==> config.mk <==
export PLATFORM = sky130hd
export DESIGN_NAME = sdc_core
export DESIGN_NICKNAME = d
export VERILOG_FILES = /design/src/rtl/sdc_pkg.sv /design/src/rtl/sdc_core.sv
export SDC_FILE = /design/constraint.sdc
export NUM_CORES = 1
export LEC_CHECK = 0
export ABC_AREA = 1
export BUFFER_PORTS_ARGS = -buffer_cell sky130_fd_sc_hd__buf_2
export CORE_MARGIN = 10
export CORE_UTILIZATION = 57
export DETAILED_ROUTE_END_ITERATION = 8
export PLACE_DENSITY = 0.76
export SETUP_SLACK_MARGIN = 0.05
export SYNTH_ARGS = -nofsm -noshare
export SYNTH_HDL_FRONTEND = slang
export SYNTH_SLANG_ARGS = --single-unit
==> constraint.sdc <==
create_clock -name clk -period 1.8 [get_ports clk]
set_input_delay 0.18 -clock clk [delete_from_list [all_inputs] [get_ports clk]]
set_output_delay 0.18 -clock clk [all_outputs]
set_load 0.05 [all_outputs]
==> src/rtl/sdc_pkg.sv <==
// Package for the serial converter input front end: frame layout, modes, timing.
// Assumes a single 25 MHz system clock samples the three-wire link.
package sdc_pkg;

  // Frame geometry
  localparam int unsigned FRAME_BITS   = 16;
  localparam int unsigned CODE_BITS    = 12;
  localparam int unsigned CNT_BITS     = 5;
  localparam int unsigned MODE_HI_POS  = 13;   // frame_bit_13
  localparam int unsigned MODE_LO_POS  = 12;   // frame_bit_12
  localparam int unsigned CODE_MSB_POS = 11;
  localparam int unsigned CODE_LSB_POS = 0;
  localparam logic [4:0]  LAST_EDGE    = 5'h10;

  // Reset values
  localparam logic [11:0] CODE_RST  = 12'h000;
  localparam logic [15:0] SHIFT_RST = 16'h0000;

  // Timing: host minimum sync high time, in ns and in system clocks
  localparam int unsigned CLK_PERIOD_NS   = 40;
  localparam int unsigned SYNC_HIGH_MIN_NS = 33;
  localparam int unsigned SYNC_HIGH_CYC =
    (SYNC_HIGH_MIN_NS + CLK_PERIOD_NS - 1) / CLK_PERIOD_NS;

  // Power modes
  typedef enum logic [1:0] {
    SDC_PM_NORMAL = 2'h0,
    SDC_PM_1K     = 2'h1,
    SDC_PM_100K   = 2'h2,
    SDC_PM_HIZ    = 2'h3
  } sdc_mode_t;

  // Link pins travelling together
  typedef struct packed {
    logic sync_n;
    logic sclk;
    logic din;
  } sdc_link_t;

  // Output termination controls
  typedef struct packed {
    logic amp_on;
    logic term_1k;
    logic term_100k;
  } sdc_out_t;

  // Frame receiver states, one-hot
  typedef enum logic [2:0] {
    SDC_ST_IDLE  = 3'b001,
    SDC_ST_SHIFT = 3'b010,
    SDC_ST_DONE  = 3'b100
  } sdc_state_t;

  // Whole module state
  typedef struct packed {
    logic [1:0]  sync_s1;
    logic [1:0]  sclk_s1;
    logic [1:0]  din_s1;
    logic        sync_prev;
    logic        sclk_prev;
    sdc_state_t  state;
    logic [4:0]  cnt;
    logic [15:0] shift;
    logic [11:0] code;
    sdc_mode_t   mode;
    logic        upd;
  } sdc_state_all_t;

endpackage : sdc_pkg

==> src/rtl/sdc_core.sv <==
// Input control of a 12-bit serial-loaded converter: frame receiver,
// code register and power-mode decode.
// Assumes link pins are asynchronous; link clock well below clk/2 (bench 320 ns).
`timescale 1ns/1ps
`default_nettype none

// How it works
// RULE_01: Shift data on sclk falls while sync low
// RULE_02: Sixteenth fall executes the frame function
// RULE_03: Only sync falling edge opens a frame
// RULE_04: Host keeps sync high 33ns between frames
// RULE_05: Host may idle sync low for power
// RULE_06: Top two frame bits are ignored
// RULE_07: Bits 13..12 choose power mode
// RULE_08: Bits 11..0 load the code register
// RULE_09: Early sync rise aborts, clears shifter
// RULE_10: Code register zero after power-up
// RULE_11: Power-down keeps code register contents
// RULE_12: Power-down cuts amplifier, picks termination
// RULE_13: Code is straight unsigned binary
// RULE_14: Host serial clock at most 30MHz
// RULE_15: Host sends frame MSB first
// RULE_16: Byte hosts hold sync over two bytes
// RULE_17: Counter restarts on sync fall, extras ignored
module sdc_core
  import sdc_pkg::*;
(
  // System
  input  wire logic             clk,
  input  wire logic             sys_rst,
  input  wire logic             clk_en,
  // Serial link, asynchronous pins
  input  wire logic             sync_n,
  input  wire logic             sclk,
  input  wire logic             din,
  // Converter core controls
  output logic [CODE_BITS-1:0]  code,
  output sdc_mode_t             power_mode,
  output logic                  power_mode_hi,
  output logic                  power_mode_lo,
  output sdc_out_t              out_ctl,
  output logic                  code_update
);

  // Elaboration guards: the fixed slices below only serve this frame layout
  if (FRAME_BITS != 16 || CODE_BITS != 12) begin : g_chk_layout
    $error("sdc_core: frame layout fixed at 16/12 bits");
  end
  // Counter must reach the last edge without wrapping
  if (LAST_EDGE != 5'(FRAME_BITS) || CNT_BITS < $clog2(FRAME_BITS + 1)) begin : g_chk_count
    $error("sdc_core: edge counter cannot reach the last frame bit");
  end
  // Mode pair sits directly above the code field
  if (MODE_HI_POS != MODE_LO_POS + 1 || MODE_LO_POS != CODE_BITS) begin : g_chk_mode
    $error("sdc_core: mode bits must sit just above the code field");
  end
  // Code field spans the low bits of the frame
  if (CODE_MSB_POS != CODE_BITS - 1 || CODE_LSB_POS != 0) begin : g_chk_code
    $error("sdc_core: code field must start at bit zero");
  end

  sdc_state_all_t st_q;      // All registered state
  sdc_state_all_t st_d;      // Next state
  sdc_link_t      pins;      // Second-stage synchronised pins
  logic           sync_fall; // Frame opens
  logic           sync_rise; // Frame closes or aborts
  logic           sclk_fall; // Bit sample point
  logic           shift_zero; // Shifter holds its cleared value

  // Second synchroniser stage only; first stage read by nothing else
  assign pins.sync_n = st_q.sync_s1[1];
  assign pins.sclk   = st_q.sclk_s1[1];
  assign pins.din    = st_q.din_s1[1];

  // Edge detectors on the stable copies
  assign sync_fall = st_q.sync_prev & ~pins.sync_n;
  assign sync_rise = ~st_q.sync_prev & pins.sync_n;
  assign sclk_fall = st_q.sclk_prev & ~pins.sclk;
  assign shift_zero = (st_q.shift == SHIFT_RST);  // Watched by the abort check

  // Next-state logic
  always_comb begin
    st_d         = st_q;
    st_d.upd     = 1'b0;
    st_d.sync_s1 = {st_q.sync_s1[0], sync_n};
    st_d.sclk_s1 = {st_q.sclk_s1[0], sclk};
    st_d.din_s1  = {st_q.din_s1[0], din};
    st_d.sync_prev = pins.sync_n;
    st_d.sclk_prev = pins.sclk;
    unique case (st_q.state)
      SDC_ST_IDLE: begin
        // Only a falling sync starts a frame; low level alone does not
        if (sync_fall) begin                               // [RULE_03]
          st_d.state = SDC_ST_SHIFT;
          st_d.cnt   = '0;                                 // [RULE_17]
          st_d.shift = SHIFT_RST;
        end
      end
      SDC_ST_SHIFT: begin
        if (sync_rise) begin
          // Interrupted frame: drop everything gathered so far
          st_d.state = SDC_ST_IDLE;                        // [RULE_09]
          st_d.shift = SHIFT_RST;
          st_d.cnt   = '0;
        end else if (sclk_fall) begin
          st_d.shift = {st_q.shift[FRAME_BITS-2:0], pins.din}; // [RULE_01]
          st_d.cnt   = st_q.cnt + 5'h01;
          if (st_q.cnt + 5'h01 == LAST_EDGE) begin
            // Execute at once; bits 15..14 never looked at [RULE_06]
            st_d.code  = {st_q.shift[CODE_MSB_POS-1:CODE_LSB_POS], pins.din}; // [RULE_08] [RULE_02]
            st_d.mode  = sdc_mode_t'(st_q.shift[MODE_HI_POS-1:MODE_LO_POS-1]); // [RULE_07]
            st_d.upd   = 1'b1;
            st_d.state = SDC_ST_DONE;
          end
        end
      end
      SDC_ST_DONE: begin
        // Further clocks ignored until sync goes high then low again
        if (sync_rise) begin                               // [RULE_17]
          st_d.state = SDC_ST_IDLE;
          st_d.cnt   = '0;
        end
      end
      default: st_d.state = SDC_ST_IDLE;
    endcase
  end

  // State register; reset stands in for the power-on clear
  always_ff @(posedge clk) begin
    if (sys_rst) begin
      st_q       <= '0;
      st_q.sync_s1   <= 2'h3;
      st_q.sync_prev <= 1'b1;
      // Idle-high history, so no false clock edge follows reset
      st_q.sclk_s1   <= 2'h3;
      st_q.sclk_prev <= 1'b1;
      st_q.state <= SDC_ST_IDLE;
      st_q.code  <= CODE_RST;                              // [RULE_10]
      st_q.mode  <= SDC_PM_NORMAL;
    end else if (clk_en) begin
      st_q <= st_d;
    end
  end

  // Outputs; code kept through power-down [RULE_11], unsigned binary [RULE_13]
  assign code          = st_q.code;
  assign power_mode    = st_q.mode;
  assign power_mode_hi = st_q.mode[1];
  assign power_mode_lo = st_q.mode[0];
  assign code_update   = st_q.upd;
  // Amplifier off in any power-down mode; 1k or 100k termination chosen, none in SDC_PM_HIZ
  assign out_ctl.amp_on    = (st_q.mode == SDC_PM_NORMAL); // [RULE_12]
  assign out_ctl.term_1k   = (st_q.mode == SDC_PM_1K);
  assign out_ctl.term_100k = (st_q.mode == SDC_PM_100K);

  // Assertions
  // Abort leaves code and mode alone and empties the shifter
  property p_abort_keeps;
    @(posedge clk) disable iff (sys_rst)
      (clk_en && st_q.state == SDC_ST_SHIFT && sync_rise)
        |=> $stable(code) && $stable(power_mode) && shift_zero;
  endproperty
  a_abort_keeps: assert property (p_abort_keeps) else $error("abort changed state"); // [RULE_09]

  // Abort also returns to idle with a fresh counter and no pulse
  property p_abort_idle;
    @(posedge clk) disable iff (sys_rst)
      (clk_en && st_q.state == SDC_ST_SHIFT && sync_rise)
        |=> st_q.state == SDC_ST_IDLE && st_q.cnt == 5'h00 && !code_update;
  endproperty
  a_abort_idle: assert property (p_abort_idle) else $error("abort did not return to idle"); // [RULE_09]

  property p_update_16;
    @(posedge clk) disable iff (sys_rst)
      $rose(code_update) |-> $past(st_q.cnt) == 5'h0f;
  endproperty
  a_update_16: assert property (p_update_16) else $error("update not on 16th edge"); // [RULE_02]

  property p_code_only_on_upd;
    @(posedge clk) disable iff (sys_rst)
      !code_update |-> $stable(code) && $stable(power_mode);
  endproperty
  a_code_only_on_upd: assert property (p_code_only_on_upd) else $error("code moved without frame"); // [RULE_11]

  property p_no_restart_low;
    @(posedge clk) disable iff (sys_rst)
      (st_q.state == SDC_ST_DONE && !sync_rise) |=> st_q.state == SDC_ST_DONE;
  endproperty
  a_no_restart_low: assert property (p_no_restart_low) else $error("frame restarted without sync edge"); // [RULE_03]

  property p_start_clear;
    @(posedge clk) disable iff (sys_rst)
      (clk_en && st_q.state == SDC_ST_IDLE && sync_fall) |=> st_q.cnt == 5'h00 && st_q.state == SDC_ST_SHIFT;
  endproperty
  a_start_clear: assert property (p_start_clear) else $error("counter not cleared at start"); // [RULE_17]

  property p_shift_in;
    @(posedge clk) disable iff (sys_rst)
      (clk_en && st_q.state == SDC_ST_SHIFT && !sync_rise && sclk_fall && st_q.cnt < 5'h0f)
        |=> st_q.shift[0] == $past(pins.din);
  endproperty
  a_shift_in: assert property (p_shift_in) else $error("bit not shifted"); // [RULE_01]

  // Power-down cuts the amplifier and picks exactly the chosen network
  property p_term;
    @(posedge clk) disable iff (sys_rst)
      (power_mode != SDC_PM_NORMAL)
        |-> !out_ctl.amp_on && (out_ctl.term_1k == (power_mode == SDC_PM_1K))
            && (out_ctl.term_100k == (power_mode == SDC_PM_100K));
  endproperty
  a_term: assert property (p_term) else $error("termination wrong"); // [RULE_12]

  // Normal mode drives through the amplifier with no termination
  property p_normal_out;
    @(posedge clk) disable iff (sys_rst)
      (power_mode == SDC_PM_NORMAL) |-> out_ctl.amp_on && !out_ctl.term_1k && !out_ctl.term_100k;
  endproperty
  a_normal_out: assert property (p_normal_out) else $error("normal mode output wrong"); // [RULE_12]

  property p_mode_bits;
    @(posedge clk) disable iff (sys_rst)
      $rose(code_update) |-> power_mode == $past(st_q.shift[12:11]);
  endproperty
  a_mode_bits: assert property (p_mode_bits) else $error("mode from wrong bits"); // [RULE_07]

  // Execute pulse is a single enabled cycle wide; it holds while clk_en is low
  property p_pulse_one;
    @(posedge clk) disable iff (sys_rst)
      (clk_en && code_update) |=> !code_update;
  endproperty
  a_pulse_one: assert property (p_pulse_one) else $error("execute pulse wider than one cycle"); // [RULE_02]

  // Execute pulse only ever seen once the frame is complete
  property p_upd_done;
    @(posedge clk) disable iff (sys_rst)
      code_update |-> st_q.state == SDC_ST_DONE;
  endproperty
  a_upd_done: assert property (p_upd_done) else $error("execute pulse outside done state"); // [RULE_02]

  // Code takes the eleven stored bits plus the final sampled bit
  property p_code_bits;
    @(posedge clk) disable iff (sys_rst)
      $rose(code_update) |-> code == {$past(st_q.shift[CODE_MSB_POS-1:CODE_LSB_POS]), $past(pins.din)};
  endproperty
  a_code_bits: assert property (p_code_bits) else $error("code from wrong bits"); // [RULE_08]

  // Split mode bits always agree with the mode field
  property p_mode_split;
    @(posedge clk) disable iff (sys_rst)
      {power_mode_hi, power_mode_lo} == power_mode;
  endproperty
  a_mode_split: assert property (p_mode_split) else $error("mode bits disagree"); // [RULE_07]

  // Reset leaves a zero code in normal mode; no disable here on purpose
  property p_reset_zero;
    @(posedge clk)
      sys_rst |=> code == CODE_RST && power_mode == SDC_PM_NORMAL && !code_update;
  endproperty
  a_reset_zero: assert property (p_reset_zero) else $error("reset did not clear code"); // [RULE_10]

  // Idle waits for a falling sync; a low level alone opens nothing
  property p_idle_wait;
    @(posedge clk) disable iff (sys_rst)
      (st_q.state == SDC_ST_IDLE && !(clk_en && sync_fall)) |=> st_q.state == SDC_ST_IDLE;
  endproperty
  a_idle_wait: assert property (p_idle_wait) else $error("frame opened without sync fall"); // [RULE_03]

  // Clocks after the sixteenth fall neither shift nor execute
  property p_done_ignores;
    @(posedge clk) disable iff (sys_rst)
      (clk_en && st_q.state == SDC_ST_DONE && sclk_fall)
        |=> !code_update && $stable(st_q.shift) && $stable(code);
  endproperty
  a_done_ignores: assert property (p_done_ignores) else $error("extra clock acted"); // [RULE_17]

  // Rising sync releases the done state
  property p_done_exit;
    @(posedge clk) disable iff (sys_rst)
      (clk_en && st_q.state == SDC_ST_DONE && sync_rise) |=> st_q.state == SDC_ST_IDLE;
  endproperty
  a_done_exit: assert property (p_done_exit) else $error("done state not released"); // [RULE_17]

  // Edge counter never passes the last frame bit
  property p_cnt_bound;
    @(posedge clk) disable iff (sys_rst)
      st_q.cnt <= LAST_EDGE;
  endproperty
  a_cnt_bound: assert property (p_cnt_bound) else $error("edge counter overran"); // [RULE_17]

  // Low enable holds every flip-flop, synchronisers included
  property p_freeze;
    @(posedge clk) disable iff (sys_rst)
      !clk_en |=> $stable(st_q);
  endproperty
  a_freeze: assert property (p_freeze) else $error("state moved while disabled");

  // State register always holds exactly one legal code
  property p_onehot;
    @(posedge clk) disable iff (sys_rst)
      $onehot(st_q.state);
  endproperty
  a_onehot: assert property (p_onehot) else $error("state code not one-hot");

  // Main scenarios worth seeing
  c_frame:  cover property (@(posedge clk) $rose(code_update));
  c_abort:  cover property (@(posedge clk) st_q.state == SDC_ST_SHIFT && sync_rise);
  c_pd:     cover property (@(posedge clk) power_mode == SDC_PM_HIZ);
  c_extra:  cover property (@(posedge clk) st_q.state == SDC_ST_DONE && sclk_fall);
  c_freeze: cover property (@(posedge clk) !clk_en && st_q.state == SDC_ST_IDLE);

endmodule // sdc_core

`default_nettype wire

# ---- After elaboration in Yosys (flattened, before gate mapping)
# Index checks and enable logic that the tools add are counted.
dict set report totals {
  ff_bits 46
  latch_bits 0
  mem_bits_rw 0
  rom_bits 0
  inputBits 6
  output_inout_bits 20
  elab_cells 47
  memories 0
}
dict set report op_classes {
  n_addsub 1
  mul 0
  n_div 0
  magnitude_cmp 0
  n_eq_ne 10
  shift 0
  n_mux 11
  bitwise 7
  reduce_logical 7
}
# operator count
set ops {}
lappend ops {{two-way mux 24 bit} 2}
lappend ops {{two-way mux 39 bit} 1}
lappend ops {{case mux 15 bit (2 select lines)} 1}
lappend ops {{two-way mux 15 bit} 1}
lappend ops {{case mux 5 bit (3 select lines)} 1}
lappend ops {{AND reduction 5 bit} 3}
lappend ops {{case mux 3 bit (3 select lines)} 1}
lappend ops {{two-way mux 8 bit} 1}
lappend ops {{!= test 3 bit, second input constant} 2}
lappend ops {{adder 5 x 1 -> 5 bit, second input constant} 1}
lappend ops {{== test 5 bit, second input constant} 1}
lappend ops {{!= test 2 bit, second input constant} 2}
lappend ops {{NOT 1 bit} 4}
lappend ops {{AND reduction 4 bit} 1}
lappend ops {{bitwise AND 1 bit} 3}
lappend ops {{== test 3 x 1 -> 1 bit, second input constant} 1}
lappend ops {{== test 3 x 2 -> 1 bit, second input constant} 1}
lappend ops {{== test 3 bit, second input constant} 1}
lappend ops {{two-way mux 3 bit} 1}
lappend ops {{nonzero test 3 bit} 1}
lappend ops {{== test 2 x 1 -> 1 bit, second input constant} 1}
lappend ops {{== test 2 bit, second input constant} 1}
lappend ops {{zero test 2 bit} 1}
lappend ops {{two-way mux 1 bit} 2}
lappend ops {{nonzero test 2 bit} 1}

# ---- Depth between registers and ports, before layout
# Gate-level depths: netlist (run 1).
dict set report logic_depth {
  depth_word 6
  mapped_depth 11
  depth_no_buf 10
}

# ---- Worst setup path after synthesis (run 1)
# Ideal clock, no wire load.
dict set report synth_path {
  path_kind {flip-flop to output port}
  start {register st_q, in the netlist power_mode[1]}
  end {output port out_ctl[0] in the netlist's numbering}
  arrival_ns 1.417
  required_time_ns 1.620
  path_slack_ns 0.203
  stages_incl_launch_ff 3
  path_cell_list {dfxtp_1 -> inv_1 -> nor2_1}
}
# element line
set synth_rtl {}
lappend synth_rtl {{start: declaration} sdc_core.sv:62} ;# sdc_state_all_t st_q;
lappend synth_rtl {{start signal: assignment} sdc_core.sv:141} ;# st_q <= st_d;
lappend synth_rtl {{end: declaration} sdc_core.sv:41} ;# output sdc_out_t out_ctl,

# ---- Worst setup path in the final report (run 1)
dict set report layout_path {
  start {register st_q[31] in the netlist's numbering}
  end {register code[0] (netlist name)}
}
dict set report layout_between {
  elab_chain_cells 3
}
# element line
set layout_lines {}
lappend layout_lines {{adder 5 x 1 -> 5 bit} sdc_core.sv:108} ;# if (st_q.cnt + 5'h01 == LAST_EDGE) begin
lappend layout_lines {{== test 5 bit} sdc_core.sv:108}
lappend layout_lines {{AND reduction 5 bit (no source line)} -}
# Every way passes these cells.
# A chain may end at the register's enable or synchronous reset.

==> results of run 1 <==
-- layer usage --
metal	share of wire [%]	vias up
met5	0	-
met4	1.2	0
met3	5.9	5
met2	46	28
met1	46	761
li1	-	931
-- worst max-delay path: cells and delay by family, from the launching register on --
family	cells	cell delay [ns]
compound gates	1	0.08
fa+ha+maj	1	0.23
buf+inv	2	0.30
flops	1	0.39
simple gates	4	0.47
-- how the worst max path moves through the flow --
| stage | end | from | cells after the start |
|---|---|---|---|
| final | code[0]$_SDFFE_PP0P_ | st_q[31]$_SDFFE_PP0P_ | 8 |
| after global routing | st_q[22]$_SDFFE_PP0P_ | st_q[36]$_SDFFE_PP1P_ | 9 |
| after CTS | code[0]$_SDFFE_PP0P_ | st_q[31]$_SDFFE_PP0P_ | 8 |
| after detailed placement | code[8]$_SDFFE_PP0P_ | st_q[31]$_SDFFE_PP0P_ | 8 |
| after global placement | code[5]$_SDFFE_PP0P_ | st_q[31]$_SDFFE_PP0P_ | 8 |
| after floorplan | out_ctl[0] | power_mode[1]$_SDFFE_PP0P_ | 2 |
-- registers in the layout, indices dropped and copies added, names as in the netlist --
| name | cells |
|---|---|
| st_d | 3 |
| code | 12 |
| power_mode | 2 |
| code_update | 1 |
| pins | 3 |
| st_q | 23 |
-- cells in the final DEF (no fill, tap or decap) --
cell                         count
sky130_fd_sc_hd__nor2_1         63
sky130_fd_sc_hd__a21oi_1         6
sky130_fd_sc_hd__inv_1          20
sky130_fd_sc_hd__nor2_2          9
sky130_fd_sc_hd__nand3b_4        1
sky130_fd_sc_hd__nand4_1         2
sky130_fd_sc_hd__inv_4           1
sky130_fd_sc_hd__clkinvlp_4      1
sky130_fd_sc_hd__o211ai_1        1
sky130_fd_sc_hd__nor3_2          1
sky130_fd_sc_hd__nand3_1        17
sky130_fd_sc_hd__nand2_4         1
sky130_fd_sc_hd__a21oi_2         1
sky130_fd_sc_hd__buf_4           5
sky130_fd_sc_hd__buf_2          25
sky130_fd_sc_hd__clkbuf_4        5
sky130_fd_sc_hd__nand2_1        78
sky130_fd_sc_hd__inv_2           3
sky130_fd_sc_hd__ha_1            1
sky130_fd_sc_hd__dfxtp_1        44
sky130_fd_sc_hd__o21ai_0         5
sky130_fd_sc_hd__o21ai_1        16
sky130_fd_sc_hd__clkinv_2        1
sky130_fd_sc_hd__nor2_8          2
sky130_fd_sc_hd__or2_2           1
-- kinds of logic after synthesis --
group / count (synthesis) / synth area share, %
AOI/OAI and AO/OA: 29 / 7.30
adders and majority gates: 1 / 0.603
buffers and inverters: 49 / 12.5
DFF: 44 / 42.5
and+or+nand+nor: 175 / 37.2
-- stage by stage --
stage,area (um^2),worst slack [ns],hold WS [ns]
3_3_place_gp,2130,0.297,0.385
6_report,2180,0.265,0.0308
3_5_place_dp,2130,0.278,0.393
5_1_grt,2180,0.0641,0.0263
2_1_floorplan,2070,0.203,0.242
4_1_cts,2180,0.245,0.0130
-- synth_stat cells, types with 2 or more instances --
cell	number	area share, %
sky130_fd_sc_hd__nor2_2	9	2.7
sky130_fd_sc_hd__inv_1	20	3.6
sky130_fd_sc_hd__a21oi_1	6	1.4
sky130_fd_sc_hd__buf_4	14	5.1
sky130_fd_sc_hd__buf_2	4	0.97
sky130_fd_sc_hd__inv_2	3	0.54
sky130_fd_sc_hd__nand2_1	78	14
sky130_fd_sc_hd__nand4_1	2	0.60
sky130_fd_sc_hd__buf_6	2	1.1
sky130_fd_sc_hd__nor2_1	63	11
sky130_fd_sc_hd__dfxtp_1	44	42
sky130_fd_sc_hd__clkbuf_1	4	0.72
sky130_fd_sc_hd__nor2_8	2	1.9
sky130_fd_sc_hd__o21ai_1	16	3.9
sky130_fd_sc_hd__nand3_1	17	4.1
sky130_fd_sc_hd__o21ai_0	5	1.2
-- final cells by class --
type                       instances  area, um^2
fill                             314        1240
multi-input combinational        205         935
sequential                        44         881
timing repair buffer              30         163
inverter                          24        92.6
tap                               46        57.6
clock buffer                       5        37.5
clock inverter                     2        12.5
-- power by group --
group	switching, W	total (W)	internal [W]
Combinational	0.000387	0.000615	0.000228
Sequential	0.000136	0.00126	0.00112
Clock	0.000307	0.000449	0.000143
Total	0.000829	0.00232	0.00149
==> run_results.csv, run 1 <==
group,metric,value,unit
sta,setup-violations-final,0,
worst_setup_path,critical_path_required_time,2.10,ns
sta,timing.setup.tns,0,ns
route,drt_pass1_iterations,4,
sta,timing.max_slew.rel_slack,74.2,%
global_route,globalRoute.busiestLayer,"met2",
floorplanning,die_width,80.3,um
placement,place.detailed.instances,349,
sta,drv_slew,0,
route,wl_per_cell,10.7,um
min_path,hp-start,"sclk",
layout,antennaDiodeCount,0,
clocking,htree_num_levels,2,
global_route,gr_met2_demand_resource,20.9,%
clocking,clock_sink_count,44,
clocking,tritoncts_clock_tree,"yes",
clocking,cts-buffers-inserted,5,
placement,dp.final_hpwl,2.66,mm
clocking,clkTransAtPathRegs,0.12,ns
global_route,groute.layer.met3.usage,3.67,%
pwr,p_leak,1.17,nW
pwr,total_power,0.00232,W
route,ant_nets,0,
sta,timing.final.crit_period,1.54,ns
yosys,synth-seq-area-share,42.5,%
yosys,yosys.cell_types.count,25,
route,initialDrtViolationCount,168,
yosys,synth_flop_cell,"sky130_fd_sc_hd__dfxtp_1",
clocking,cts_root_buf,"sky130_fd_sc_hd__clkbuf_4",
clocking,resize_count_post_cts,0,
yosys,ys.warnings.count,0,
floorplanning,ios,26,
floorplanning,row_count,21,
yosys,synth_async_sr_flop_share,0,%
global_route,use_met1,15.3,%
worst_setup_path,cp.arrival,1.83,ns
route,viasPerCell,4.85,
global_route,largest_net_degree_at_the_start_of_global_routing,27,
yosys,number_of_synthesized_flops_with_an_enable_pin,0,
sta,finalHoldViolations,0,
floorplanning,chip_height,80.3,um
job,max_cap_violations,0,
yosys,postSynthNetCount,305,
sta,maxClockFrequency,0.651,GHz
layout,syn_to_final_growth,5.01,%
sta,worst_slew_pin_slew,0.386,ns
worst_setup_path,critical_path_max_stage_delay,0.39,ns
placement,place.gp.congestion,0.873,
sta,setup_skew,0.00887,ns
sta,period_share,85.3,%
worst_setup_path,crit_type,"flop to flop",
floorplanning,floorplan.initialDensity,60.7,%
worst_setup_path,crit_path_cell_trace,"ha_1 > nand2_1 > inv_1 > nand3_1 > nor2_8 > buf_4 > o21ai_1 > nor2_1",
layout,finalNetCount,317,
worst_setup_path,rr_endpoint,"code[0]$_SDFFE_PP0P_",
floorplanning,die-area,6450,um^2
pwr,ir_drop,0.736,mV
floorplanning,core-area,3420,um^2
worst_setup_path,critical_path.max_fanout,14,
clocking,post_cts_setup_repair_bufs,0,
yosys,mappedNetlistArea,2070,um^2
worst_setup_path,crit_path_start_kind,"flop",
clocking,count_of_hold_buffers_inserted_by_post_cts_repair,0,
yosys,syn_area_per_cell,6.96,um^2
layout,fin_util,63.8,%
global_route,grt_pass1_wl,6.94,mm
global_route,global_route_total_overflow,0,
min_path,min_delay_path_depth,3,
yosys,synth_seq_cells,44,
route,route.final.wire_length,3.82,mm
pwr,power.density,1070,nW/um^2
layout,share_of_layout_cells_above_drive_strength_1,18.4,%
clocking,clk_latency,0.36,ns
worst_setup_path,rr_worst_depth,8,
worst_setup_path,worst_r2r_startpoint,"st_q[31]$_SDFFE_PP0P_",
min_path,hold_worst_path_end,"st_d[44]$_SDFFE_PP1P_",
global_route,grt_pass1_vias,1618,
worst_setup_path,critical_path.slowest_cell,"sky130_fd_sc_hd__dfxtp_1",
route,drcViolationCount,0,
sta,rsz_0062_raised_after_global_routing,"no",
layout,non_filler_instance_count_after_layout,356,
worst_setup_path,r2r_slack,0.26,ns
placement,placement.io_buffers,25,
global_route,grt_antenna_before_repair,0,
yosys,syn-instance-count,298,
worst_setup_path,crit_path_end_kind,"flop",
clocking,max-clock-path-buffers,2,
route,via_count,1725,
min_path,timing.hold.worst.class,"input port to flop",
run_status,result_of_the_run,"completed",
global_route,grt_util_all_layers,12.8,%
No activity file was read; power rests on OpenSTA's default activity.
==> run 2, diff against run 1 <==
--- a/config.mk
+++ b/config.mk
@@ -8,9 +8,11 @@
 export ABC_AREA = 1
 export BUFFER_PORTS_ARGS = -buffer_cell sky130_fd_sc_hd__buf_2
 export CORE_MARGIN = 10
-export CORE_UTILIZATION = 57
+export CORE_UTILIZATION = 59
+export CTS_BUF_LIST = sky130_fd_sc_hd__clkbuf_4
 export DETAILED_ROUTE_END_ITERATION = 8
-export PLACE_DENSITY = 0.76
+export HOLD_SLACK_MARGIN = 0.08
+export PLACE_DENSITY = 0.78
 export SETUP_SLACK_MARGIN = 0.05
 export SYNTH_ARGS = -nofsm -noshare
 export SYNTH_HDL_FRONTEND = slang
==> run 2 against run 1 <==
Global-route usage increased by 0.57 points. Die area is 2.5% lower. Utilization is 3.1 points higher.
==> run_results.csv, run 2 (synthesis results as in run 1) <==
group,metric,value,unit
run_status,result_of_the_run,"completed",
global_route,largest_net_degree_at_the_start_of_global_routing,27,
placement,dp.final_hpwl,2.83,mm
route,drt_pass1_iterations,4,
worst_setup_path,crit_path_end_kind,"flop",
floorplanning,floorplan.initialDensity,61.7,%
layout,final_cell_mix,"sky130_fd_sc_hd__nand2_1 (78), sky130_fd_sc_hd__nor2_1 (63), sky130_fd_sc_hd__dfxtp_1 (44), sky130_fd_sc_hd__buf_2 (25), sky130_fd_sc_hd__inv_1 (20)",
global_route,grt_util_all_layers,13.4,%
placement,placement.io_buffers,25,
pwr,p_leak,1.21,nW
global_route,groute.layer.met3.usage,4.84,%
min_path,timing.hold.worst.class,"input port to flop",
layout,syn_to_final_growth,8.38,%
worst_setup_path,critical_path_max_stage_delay,0.40,ns
sta,timing.setup.tns,0,ns
sta,setup-violations-final,0,
route,ant_nets,0,
route,wl_per_cell,11.0,um
placement,place.gp.congestion,0.859,
layout,final_design_area_no_fill,2250,um^2
sta,drv_slew,0,
clocking,resize_count_post_cts,0,
worst_setup_path,cp.arrival,1.85,ns
layout,regMostFlops,"st_q",
floorplanning,row_count,21,
sta,timing.final.crit_period,1.55,ns
route,viasPerCell,4.79,
route,route.final.wire_length,3.99,mm
sta,period_share,86.3,%
sta,worst_slew_pin_slew,0.397,ns
placement,placed_instance_area,2130,um^2
layout,reg.largest.list,"st_q (23), code (12)",
global_route,global_route_total_overflow,0,
sta,finalHoldViolations,0,
layout,layout_commonest_cell,"sky130_fd_sc_hd__nand2_1",
floorplanning,die-area,6290,um^2
pwr,power.density,1110,nW/um^2
global_route,grt_pass1_wl,6.94,mm
worst_setup_path,critical_path_required_time,2.10,ns
global_route,use_met1,14.9,%
sta,setup_skew,0.0159,ns
sta,worst_hold_slack,0.189,ns
job,max_cap_violations,0,
global_route,globalRoute.busiestLayer,"met2",
pwr,total_power,0.00250,W
layout,share_of_layout_cells_above_drive_strength_1,18.4,%
global_route,grt_pass1_vias,1600,
layout,finalNetCount,321,
clocking,max-clock-path-buffers,2,
global_route,grt_antenna_before_repair,0,
clocking,cts_root_buf,"sky130_fd_sc_hd__clkbuf_4",
route,initialDrtViolationCount,109,
clocking,clkTransAtPathRegs,0.12,ns
layout,largest_reg_flops,23,
worst_setup_path,worst_r2r_startpoint,"st_q[31]$_SDFFE_PP0P_",
clocking,cts-buffers-inserted,5,
route,drcViolationCount,0,
worst_setup_path,critical_path.slowest_cell,"sky130_fd_sc_hd__dfxtp_1",
route,via_count,1729,
worst_setup_path,crit_path_start_kind,"flop",
sta,rsz_0062_raised_after_global_routing,"no",
floorplanning,ios,26,
global_route,gr_met2_demand_resource,22.9,%
clocking,htree_num_levels,2,
clocking,clock_sink_count,44,
floorplanning,die_width,79.3,um
clocking,tritoncts_clock_tree,"yes",
sta,timing.max_slew.rel_slack,73.5,%
floorplanning,core-area,3360,um^2
worst_setup_path,crit_path_cell_trace,"ha_1 > nand2_1 > inv_1 > nand3_1 > nor2_8 > buf_4 > o21ai_1 > nor2_1",
min_path,hp-start,"clk_en",
worst_setup_path,critical_path.startpoint,"st_q[31]$_SDFFE_PP0P_",
sta,maxClockFrequency,0.644,GHz
clocking,clk_latency,0.36,ns
worst_setup_path,critical_path.max_fanout,10,
worst_setup_path,crit_type,"flop to flop",
pwr,ir_drop,0.989,mV
floorplanning,chip_height,79.3,um
layout,antennaDiodeCount,0,
==> run 2: cell count changes in the layout (fill, tap and decap cells not counted) <==
| cell | previous run | this run |
|---|---|---|
| sky130_fd_sc_hd__clkinvlp_4 | 1 | 0 |
| sky130_fd_sc_hd__clkbuf_4 | 5 | 6 |
| sky130_fd_sc_hd__bufinv_16 | 0 | 1 |
| sky130_fd_sc_hd__dlygate4sd3_1 | 0 | 4 |
==> run 2: path summary, 6_finish.rpt <==
| kind | endpoint | slack [ns] | depth (start not counted) |
|---|---|---|---|
| worst max-delay path | code[4]$_SDFFE_PP0P_ | 0.25 | 8 |
| worst min-delay path | pins[2]$_SDFFE_PP1P_ | 0.19 | 2 |
| worst max register to register | code[4]$_SDFFE_PP0P_ | 0.25 | 8 |
| worst min register to register | st_d[44]$_SDFFE_PP1P_ | 0.47 | 2 |
==> run 2: cell type report <==
type                       count  area, um^2
sequential                    44         881
inverter                      24        92.6
clock inverter                 2        35.0
tap                           46        57.6
multi-input combinational    205         935
timing repair buffer          34         203
clock buffer                   6        45.0
fill                         314        1110
==> run 2: timing repair <==
action	4_1_cts	5_1_grt
endpoints found under the setup margin	0	0
hold endpoints to repair	4	0
hold buffers	4	0
buffers inserted	0	0
==> run 2: stage by stage <==
stage,setup WS [ns],instances,util [%]
2_1_floorplan,0.203,298,-
3_3_place_gp,0.314,349,63.3
3_5_place_dp,0.253,349,63.3
4_1_cts,0.222,361,66.9
5_1_grt,0.0758,361,66.9
6_report,0.247,361,66.9
==> run 2: worst max-delay path, delay by kind of cell, from the launching register on <==
family | cells | cell delay, ns
AO/OA/AOI/OAI | 1 | 0.08
adder cells (fa/ha/maj) | 1 | 0.22
buffers and inverters | 2 | 0.27
flip-flops | 1 | 0.40
AND/OR/NAND/NOR | 4 | 0.53
==> run 2: power breakdown <==
part	total, W	internal, W	switching, W
Combinational	0.000626	0.000233	0.000393
Clock	0.000615	0.000306	0.000309
Sequential	0.00126	0.00112	0.000139
Total	0.00250	0.00166	0.000841
==> run 2: metal layers <==
layer,vias to the layer above,routed length (um)
li1,937,-
met1,750,1820
met2,37,1870
met3,5,255
met4,0,39
met5,-,0
